### config.mk
export PLATFORM = sky130hd
export DESIGN_NAME = fhri_regs
export DESIGN_NICKNAME = d
export VERILOG_FILES = /design/src/include/fhri_pkg.sv /design/src/rtl/fhri_drive_decode.sv /design/src/rtl/fhri_regs.sv
export SDC_FILE = /design/constraint.sdc
export NUM_CORES = 1
export LEC_CHECK = 0
export BUFFER_PORTS_ARGS = -buffer_cell sky130_fd_sc_hd__buf_2
export CORE_MARGIN = 2
export CORE_UTILIZATION = 48
export CTS_CLUSTER_SIZE = 40
export DETAILED_ROUTE_END_ITERATION = 7
export PLACE_DENSITY = 0.79
export SETUP_SLACK_MARGIN = 0.05
export SYNTH_ARGS = -nofsm -noshare
export SYNTH_HDL_FRONTEND = slang
export SYNTH_SLANG_ARGS = --single-unit
### constraint.sdc
create_clock -name core_clk -period 1.8 [get_ports core_clk]
set_input_delay 0.36 -clock core_clk [delete_from_list [all_inputs] [get_ports core_clk]]
set_output_delay 0.36 -clock core_clk [all_outputs]
set_load 0.02 [all_outputs]
### src/include/fhri_pkg.sv
// Package with offsets, fields, reset values and timing of the register file.
package fhri_pkg;
	// Byte offsets from the controller base.
	localparam logic [2:0] OFS_DRIVE_CTRL = 3'h2;
	localparam logic [2:0] OFS_RATE_STAT = 3'h4;
	localparam logic [2:0] OFS_BYTE_PORT = 3'h5;
	localparam logic [2:0] OFS_ALT_RATE = 3'h7;
	// Drive control fields.
	localparam int DC_MOTOR_LO = 4;
	localparam int DC_DMA_EN = 3;
	localparam int DC_RUN = 2;
	localparam logic [7:0] DC_WMASK = 8'h3f;
	localparam logic [7:0] DC_RESET = 8'h00;
	// Rate select fields.
	localparam int RS_SRESET = 7;
	localparam int RS_LOWPWR = 6;
	localparam int RS_PCOMP_LO = 2;
	localparam logic [2:0] PCOMP_RESET = 3'h0;
	localparam logic [1:0] RATE_RESET = 2'h2;
	// Status fields.
	localparam int ST_RQM = 7;
	localparam int ST_DIO = 6;
	localparam int ST_NONDMA = 5;
	localparam int ST_CMDBSY = 4;
	localparam int DCH_BIT = 7;
	// Least software reset time and its cycle count at 200 MHz.
	localparam int RST_MIN_NS = 100;
	localparam int CLK_PERIOD_NS = 5;
	localparam int RST_MIN_CYC = (RST_MIN_NS + CLK_PERIOD_NS - 1) / CLK_PERIOD_NS;
endpackage

### src/rtl/fhri_drive_decode.sv
// Drive select decoder turning a drive number into one-hot active-low selects.
`timescale 1ns/1ps
`default_nettype none
module fhri_drive_decode #(
	parameter int DRIVES = 4
) (
	input wire logic [$clog2(DRIVES)-1:0] drive_num,
	output logic [DRIVES-1:0] select_n
);
	// Exactly one select line is low at any time.
	always_comb begin
		select_n = '1;
		select_n[drive_num] = 1'b0;
	end
endmodule
`default_nettype wire

### src/rtl/fhri_regs.sv
// Host register file of the floppy controller with byte port handshake.
//
// Function
// - Decode offsets 2, 4, 5, 7; others reserved.
// - Drive control zero on reset, kept on soft reset.
// - Bits 5:4 drive active-low motor outputs.
// - Bit 3 gates DMA and interrupt pins.
// - Bit 2 low holds controller in reset.
// - Bits 1:0 select exactly one drive.
// - Latest rate write from either register wins.
// - Rate select write-only; rate and precomp kept on soft reset.
// - Rate bit 7 resets, then self-clears.
// - Rate bit 6 low power until status read, byte port access or reset.
// - Bits 4:2 select write precompensation amount.
// - Status bit 7 says byte port ready.
// - Status bit 6 gives transfer direction.
// - Status bit 5 shows non-DMA execution.
// - Status bit 4 marks command in progress.
// - Status bits 3:0 show drives seeking.
// - Byte port carries commands, data, results.
// - Alternate rate holds bits 1:0, reset 10b.
// - Status and disk change are read-only.
// - Disk change bit 7 inverts input pin.
`timescale 1ns/1ps
`default_nettype none
module fhri_regs #(
	parameter int DRIVES = 4
) (
	input wire logic core_clk,
	input wire logic nrst,
	input wire logic [2:0] host_addr,
	input wire logic host_rd,
	input wire logic host_wr,
	input wire logic [7:0] host_wdata,
	output logic [7:0] host_rdata,
	output logic host_rdata_oe,
	input wire logic eng_rqm,
	input wire logic eng_dio,
	input wire logic eng_nondma,
	input wire logic eng_cmd_busy,
	input wire logic [3:0] eng_seek_busy,
	output logic [7:0] eng_wdata,
	output logic eng_wstb,
	input wire logic [7:0] eng_rdata,
	output logic eng_rstb,
	output logic eng_reset,
	output logic eng_lowpower,
	output logic [1:0] eng_rate,
	output logic [2:0] eng_precomp,
	output logic [1:0] motor_out_n,
	output logic [DRIVES-1:0] drive_sel_n,
	input wire logic media_change_in_n,
	input wire logic dma_ack_n,
	input wire logic term_count,
	input wire logic eng_drq,
	input wire logic eng_irq,
	output logic dma_ack_n_gated,
	output logic term_count_gated,
	output logic drq_out,
	output logic drq_oe,
	output logic irq_out,
	output logic irq_oe
);
	// Refuse any drive count other than the four that the two-bit select field serves.
	if (DRIVES != 4) begin : g_drives_check
		$error("fhri_regs serves four drives only");
	end

	// --------------------------------------------------------------
	// Register state
	// --------------------------------------------------------------
	logic [7:0] dc_q, dc_d; // Drive control contents.
	logic [2:0] pcomp_q, pcomp_d; // Precompensation select.
	logic [1:0] rate_q, rate_d; // Effective data rate code.
	logic lowpwr_q, lowpwr_d; // Manual low power mode.
	logic [4:0] srst_cnt_q, srst_cnt_d; // Self-clearing reset pulse timer.
	logic [7:0] rdata_q, rdata_d; // Read data latch.
	logic rdoe_q, rdoe_d; // Read data drive enable.
	logic [7:0] wdata_q, wdata_d; // Byte port write data.
	logic wstb_q, wstb_d; // Byte port write strobe.
	logic rstb_q, rstb_d; // Byte port read strobe.
	logic rst_q, rst_d; // Engine reset output.
	logic [1:0] mot_q, mot_d; // Motor outputs.
	logic [DRIVES-1:0] sel_q; // Drive selects.
	logic [DRIVES-1:0] sel_dec; // Decoded selects.
	logic ack_q, tc_q, drq_q, drqoe_q, irq_q, irqoe_q; // Gated pins.
	logic ack_d, tc_d, drqoe_d, irqoe_d; // Gated pin next values.
	logic wr_dc, wr_rs, wr_bp, wr_ar, rd_st, rd_bp, rd_dch; // Decodes.
	logic soft_rst; // Soft reset request this cycle.

	// --------------------------------------------------------------
	// Address decode
	// --------------------------------------------------------------
	// Only documented offsets produce strobes; the rest fall through.
	always_comb begin
		wr_dc = host_wr && host_addr == fhri_pkg::OFS_DRIVE_CTRL;
		wr_rs = host_wr && host_addr == fhri_pkg::OFS_RATE_STAT;
		wr_bp = host_wr && host_addr == fhri_pkg::OFS_BYTE_PORT;
		wr_ar = host_wr && host_addr == fhri_pkg::OFS_ALT_RATE;
		rd_st = host_rd && host_addr == fhri_pkg::OFS_RATE_STAT;
		rd_bp = host_rd && host_addr == fhri_pkg::OFS_BYTE_PORT;
		rd_dch = host_rd && host_addr == fhri_pkg::OFS_ALT_RATE;
		soft_rst = wr_rs && host_wdata[fhri_pkg::RS_SRESET];
	end

	// --------------------------------------------------------------
	// Control register next state
	// --------------------------------------------------------------
	// Computes drive control, rate, low power and reset timer updates.
	always_comb begin
		dc_d = dc_q;
		pcomp_d = pcomp_q;
		rate_d = rate_q;
		lowpwr_d = lowpwr_q;
		srst_cnt_d = srst_cnt_q;
		if (wr_dc) begin
			dc_d = host_wdata & fhri_pkg::DC_WMASK;
		end
		if (wr_rs) begin
			// only host writes, soft reset keeps
			pcomp_d = host_wdata[fhri_pkg::RS_PCOMP_LO +: 3];
			rate_d = host_wdata[1:0];
		end else if (wr_ar) begin
			rate_d = host_wdata[1:0];
		end
		if (soft_rst) begin
			srst_cnt_d = 5'(fhri_pkg::RST_MIN_CYC);
		end else if (srst_cnt_q != 5'h00) begin
			srst_cnt_d = srst_cnt_q - 5'h01;
		end
		if (wr_rs && host_wdata[fhri_pkg::RS_LOWPWR] && !soft_rst) begin
			lowpwr_d = 1'b1;
		end else if (rst_d || wr_bp || rd_bp || rd_st) begin
			lowpwr_d = 1'b0;
		end
	end

	// Engine reset, motor and gated pin next values from drive control.
	always_comb begin
		rst_d = !dc_d[fhri_pkg::DC_RUN] || soft_rst || srst_cnt_d != 5'h00;
		mot_d = ~dc_d[fhri_pkg::DC_MOTOR_LO +: 2];
		ack_d = dc_d[fhri_pkg::DC_DMA_EN] ? dma_ack_n : 1'b1;
		tc_d = dc_d[fhri_pkg::DC_DMA_EN] && term_count;
		drqoe_d = dc_d[fhri_pkg::DC_DMA_EN];
		irqoe_d = dc_d[fhri_pkg::DC_DMA_EN];
	end

	// --------------------------------------------------------------
	// Host read and byte port
	// --------------------------------------------------------------
	// Forms read data and byte port strobes.
	always_comb begin
		rdata_d = 8'h00;
		rdoe_d = 1'b0;
		wdata_d = wdata_q;
		wstb_d = 1'b0;
		rstb_d = 1'b0;
		if (rd_st) begin
			rdoe_d = 1'b1;
			rdata_d[fhri_pkg::ST_RQM] = eng_rqm;
			rdata_d[fhri_pkg::ST_DIO] = eng_dio;
			rdata_d[fhri_pkg::ST_NONDMA] = eng_nondma;
			rdata_d[fhri_pkg::ST_CMDBSY] = eng_cmd_busy;
			rdata_d[3:0] = eng_seek_busy;
		end else if (rd_dc_any()) begin
			rdoe_d = 1'b1;
			rdata_d = dc_q;
		end else if (rd_bp) begin
			rdoe_d = 1'b1;
			rdata_d = eng_rdata;
			rstb_d = 1'b1;
		end else if (rd_dch) begin
			rdoe_d = 1'b1;
			rdata_d[fhri_pkg::DCH_BIT] = !media_change_in_n;
		end
		if (wr_bp) begin
			wdata_d = host_wdata;
			wstb_d = 1'b1;
		end
	end

	// Drive control read decode.
	function automatic logic rd_dc_any();
		return host_rd && host_addr == fhri_pkg::OFS_DRIVE_CTRL;
	endfunction

	fhri_drive_decode #(
		.DRIVES(DRIVES)
	) u_dec (
		.drive_num(dc_d[1:0]),
		.select_n(sel_dec)
	);

	// --------------------------------------------------------------
	// Registers
	// --------------------------------------------------------------
	// Registers every next value; hardware reset gives documented defaults.
	always_ff @(posedge core_clk or negedge nrst) begin
		if (!nrst) begin
			dc_q <= fhri_pkg::DC_RESET;
			pcomp_q <= fhri_pkg::PCOMP_RESET;
			rate_q <= fhri_pkg::RATE_RESET;
			lowpwr_q <= 1'b0;
			srst_cnt_q <= 5'h00;
			rdata_q <= 8'h00;
			rdoe_q <= 1'b0;
			wdata_q <= 8'h00;
			wstb_q <= 1'b0;
			rstb_q <= 1'b0;
			rst_q <= 1'b1;
			mot_q <= 2'h3;
			// Drive zero stays selected through reset, so one is always chosen.
			sel_q <= ~(DRIVES'(1) << fhri_pkg::DC_RESET[1:0]);
			ack_q <= 1'b1;
			tc_q <= 1'b0;
			drq_q <= 1'b0;
			drqoe_q <= 1'b0;
			irq_q <= 1'b0;
			irqoe_q <= 1'b0;
		end else begin
			dc_q <= dc_d;
			pcomp_q <= pcomp_d;
			rate_q <= rate_d;
			lowpwr_q <= lowpwr_d;
			srst_cnt_q <= srst_cnt_d;
			rdata_q <= rdata_d;
			rdoe_q <= rdoe_d;
			wdata_q <= wdata_d;
			wstb_q <= wstb_d;
			rstb_q <= rstb_d;
			rst_q <= rst_d;
			mot_q <= mot_d;
			sel_q <= sel_dec;
			// Gated DMA and interrupt pins.
			ack_q <= ack_d;
			tc_q <= tc_d;
			drq_q <= eng_drq;
			drqoe_q <= drqoe_d;
			irq_q <= eng_irq;
			irqoe_q <= irqoe_d;
		end
	end

	// Outputs straight from flip-flops.
	assign host_rdata = rdata_q;
	assign host_rdata_oe = rdoe_q;
	assign eng_wdata = wdata_q;
	assign eng_wstb = wstb_q;
	assign eng_rstb = rstb_q;
	assign eng_reset = rst_q;
	assign eng_lowpower = lowpwr_q;
	assign eng_rate = rate_q;
	assign eng_precomp = pcomp_q;
	assign motor_out_n = mot_q;
	assign drive_sel_n = sel_q;
	assign dma_ack_n_gated = ack_q;
	assign term_count_gated = tc_q;
	assign drq_out = drq_q;
	assign drq_oe = drqoe_q;
	assign irq_out = irq_q;
	assign irq_oe = irqoe_q;
endmodule
`default_nettype wire

==> metrics.md <==
| Metric | Value |
|---|---|
| Failing checks | `negative hold slack` |
| Starting density of the core | `49.1%` |
| Vias per inst | `4.92` |
| Top post-synthesis cells by count | `dfrtp_1 (39), nand2_1 (15), mux2i_1 (14)` |
| Root buf cell | `clkbuf_8` |
| P_leak | `1.29 nW` |
| Sequential share of power | `44.6%` |
| Setup-failing EPs final | `0` |
| Final period util | `88.5%` |
| Fillers | `335` |
| CP required | `2.03 ns` |
| Synthesized flop and latch total | `47` |
| Post-synth ARST share | `100%` |
| Crit Path Class | `register to register` |
| Post-CTS setup buffers | `0` |
| Port Buf Inserts | `73` |
| Total track usage | `19.6%` |
| Max-slew violation count | `0` |
| Util after Layout | `64.7%` |
| Flop2flop setup slack | `0.21 ns` |
| Clock skew | `0.00640 ns` |
| Clock slew at reported path FFs | `0.08 ns` |
| Highest fanout seen on the critical path | `6` |
| Nature of the critical path endpoint | `register` |
| R2r endpoint | `eng_lowpower$_DFFE_PN0P_` |
| GRT overflow | `0` |
| Total CTS buffers | `5` |
| Clock Tree Buf Depth | `2` |
| Top_reg_cell synth | `dfrtp_1` |
| Routed vias | `1,396` |
| Rows | `23` |
| Top post-synthesis cells by area | `dfrtp_1 (51%), dfstp_2 (11%), mux2_2 (7.6%)` |
| Worst r2r path cells | `7` |
| Clk sinks | `47` |
| Max-Cap Viols | `0` |
| DRC | `0` |
| Internal Power | `0.00222 W` |
| Share of post-route cells with drive strength above 1 | `49.6%` |
| Syn Inst Count | `150` |
| CP arrival | `1.82 ns` |
| RePlAce Congestion | `0.766` |
| Pwr/cell area | `1270 nW/um^2` |
| CP max-delay cell | `dfrtp_1` |
| NetSw | `0.000986 W` |
| CTS tree | `done` |
| Initial DRC Count | `43` |
| Routed Wire Length | `4070 um` |
| Antenna-violating nets left | `0` |
| Worst slew pin tran | `0.444 ns` |
| Post-synth net total | `187` |
| Mean Syn Cell Area | `12.8 sq um` |
| Net Sw Frac | `30.8%` |
| Yosys top cell area share | `50.7%` |
| Worst flop-to-flop path startpoint | `srst_cnt_q[0]$_DFF_PN0_` |
| Slew headroom | `70.4%` |
| Largest net degree at the start of global routing | `30` |
| Register area share after synthesis | `61.7%` |
| Fmax | `0.628 GHz` |
| Synth cell types | `32` |
| Cell Area, Synth | `1920 sq um` |
| Post-synth EDFFs | `0` |
| CP Buf/Inv Count | `1` |
| Clock latency on the worst-skew pair | `0.30 ns` |
| I/O pin cnt | `74` |
| Setup crit start kind | `register` |
| Post-synth top area cell | `dfrtp_1` |
| First-pass GRT wire length | `6390 um` |
| 1st-pass router iterations | `4` |
| Die area | `4530 sq um` |
| Yosys warnings | `0` |
| Combinational share of power | `27.4%` |
| Status | `finished with violations` |
| Initial antenna violation count | `0` |
| Fin nets | `270` |
| Clock power frac | `28.0%` |
| Final hold violation count | `8` |
| Worst min path class | `input pin to async pin` |
| Critical path's top delay family | `simple AND/OR/NAND/NOR gates` |
| RSZ-0062 raised after global routing | `false` |
| Minimum clock period | `1.59 ns` |
| CTS Hold Buffers Added | `0` |
| Core area | `3910 sq um` |
| Die height | `67.3 um` |
| Top-count cell post-synth | `dfrtp_1` |
| Worst path max stage delay | `0.41 ns` |
| Layout area overhead | `31.7%` |
| Vias in the first global route | `1,398` |
| Dpl hpwl | `3110 um` |
| Ant diodes | `0` |
| Peak VDD IR | `0.655 mV` |
| Htree depth | `2` |
| Die Span X | `67.3 um` |
| Worst-path cell chain | `inv_1, ha_1, nor4b_4, nand2_1, o21ai_0, nand4_2, o21ai_1` |
| WL per Instance | `14.3 um` |
| Setup tns final | `0 ns` |
| Hold slack | `-0.0127 ns` |
[repair_timing]
item,4_1_cts,5_1_grt
setup endpoints to repair,0,1
hold endpoints to repair,0,0
gates resized for setup,0,1
[metrics by stage]
stage               hold WS, ns  std cells  setup WS [ns]  instance area, sq um  total power (W)
floorplan                0.0644        150          0.218                  1920          0.00200
CTS                     0.00118        284          0.162                  2520          0.00321
global placement          0.322        276          0.212                  2390          0.00227
finish                  -0.0127        284          0.207                  2530          0.00320
global route             0.0127        284         0.0732                  2530          0.00338
detailed placement        0.330        276          0.180                  2390          0.00231
[power by group through the flow]
stage | Combinational (W) | Sequential [W] | Clock (W)
after floorplan | 0.000424 | 0.00158 | 0
after global placement | 0.000842 | 0.00143 | 0
after detailed placement | 0.000874 | 0.00144 | 0
after CTS | 0.000883 | 0.00142 | 0.000911
after global routing | 0.000969 | 0.00145 | 0.000956
final | 0.000878 | 0.00143 | 0.000897
[layout make-up]
| type | count | area (sq um) | area share, % |
|---|---|---|---|
| clock inverter | 2 | 60.1 | 2.37 |
| tap | 50 | 62.6 | 2.47 |
| timing repair buffer | 79 | 423 | 16.7 |
| multi-input combinational | 90 | 691 | 27.3 |
| clock buffer | 6 | 72.6 | 2.87 |
| inverter | 10 | 37.5 | 1.48 |
| sequential | 47 | 1190 | 46.8 |
[cells by family (layout without fill, tap and decap cells)]
family                     after synthesis  after routing  synth area share, %
xor gates and xnor gates                 3              3                 1.37
buffers and inverters                   13             97                 2.86
AOI/OAI and AO/OA                       16             16                 4.49
muxes                                   28             28                 15.7
and+or+nand+nor                         42             42                 13.3
adders and majority gates                1              1                0.651
DFF                                     47             47                 61.7
[routing by layer]
layer | wire length (um) | up-vias | global-route usage [%]
met3 | 233 | 9 | 3.50
li1 | - | 670 | -
met1 | 1640 | 674 | 21.4
met5 | 0 | - | 0
met4 | 72 | 0 | 9.95
met2 | 2120 | 43 | 36.1
[layout by cell type, fill, tap and decap left out, types with 2 or more instances in the layout]
cell type and instances:
and3_1 2, mux2_2 13, inv_1 10, dfrtp_1 39, nand3b_1 2, bufinv_16 2
nor2_1 7, nand2_1 15, dfstp_2 8, nand3_1 3, nor3b_1 2, buf_2 73
clkbuf_8 5, buf_4 5, a21oi_1 3, and2_1 2, mux2i_1 14, o21ai_0 10
xnor2_1 3
[registers in the layout (all words and copies together), names as in the netlist]
name              flops
dc_q                  6
dma_ack_n_gated       1
drive_sel_n           4
drq_out               1
eng_lowpower          1
eng_precomp           3
eng_rate              2
eng_reset             1
eng_rstb              1
eng_wdata             8
eng_wstb              1
host_rdata            8
host_rdata_oe         1
irq_out               1
motor_out_n           2
srst_cnt_q            5
term_count_gated      1
[worst register-to-register path, cell delays in order, from the launching register on]
cell,delay [ns]
dfrtp_1,0.41
inv_1,0.10
ha_1,0.28
nor4b_4,0.28
nand2_1,0.08
o21ai_0,0.10
nand4_2,0.13
o21ai_1,0.14
[worst max path at each step]
stage | from | endpoint | slack, ns | cells after the start
finish | srst_cnt_q[0]$_DFF_PN0_ | eng_lowpower$_DFFE_PN0P_ | 0.21 | 7
global route | srst_cnt_q[0]$_DFF_PN0_ | eng_lowpower$_DFFE_PN0P_ | 0.07 | 7
CTS | srst_cnt_q[0]$_DFF_PN0_ | eng_lowpower$_DFFE_PN0P_ | 0.16 | 7
detailed placement | srst_cnt_q[0]$_DFF_PN0_ | eng_lowpower$_DFFE_PN0P_ | 0.18 | 7
global placement | host_addr[0] | eng_lowpower$_DFFE_PN0P_ | 0.21 | 7
floorplan | srst_cnt_q[0]$_DFF_PN0_ | eng_lowpower$_DFFE_PN0P_ | 0.22 | 7
(Power assumes the default switching activity.)
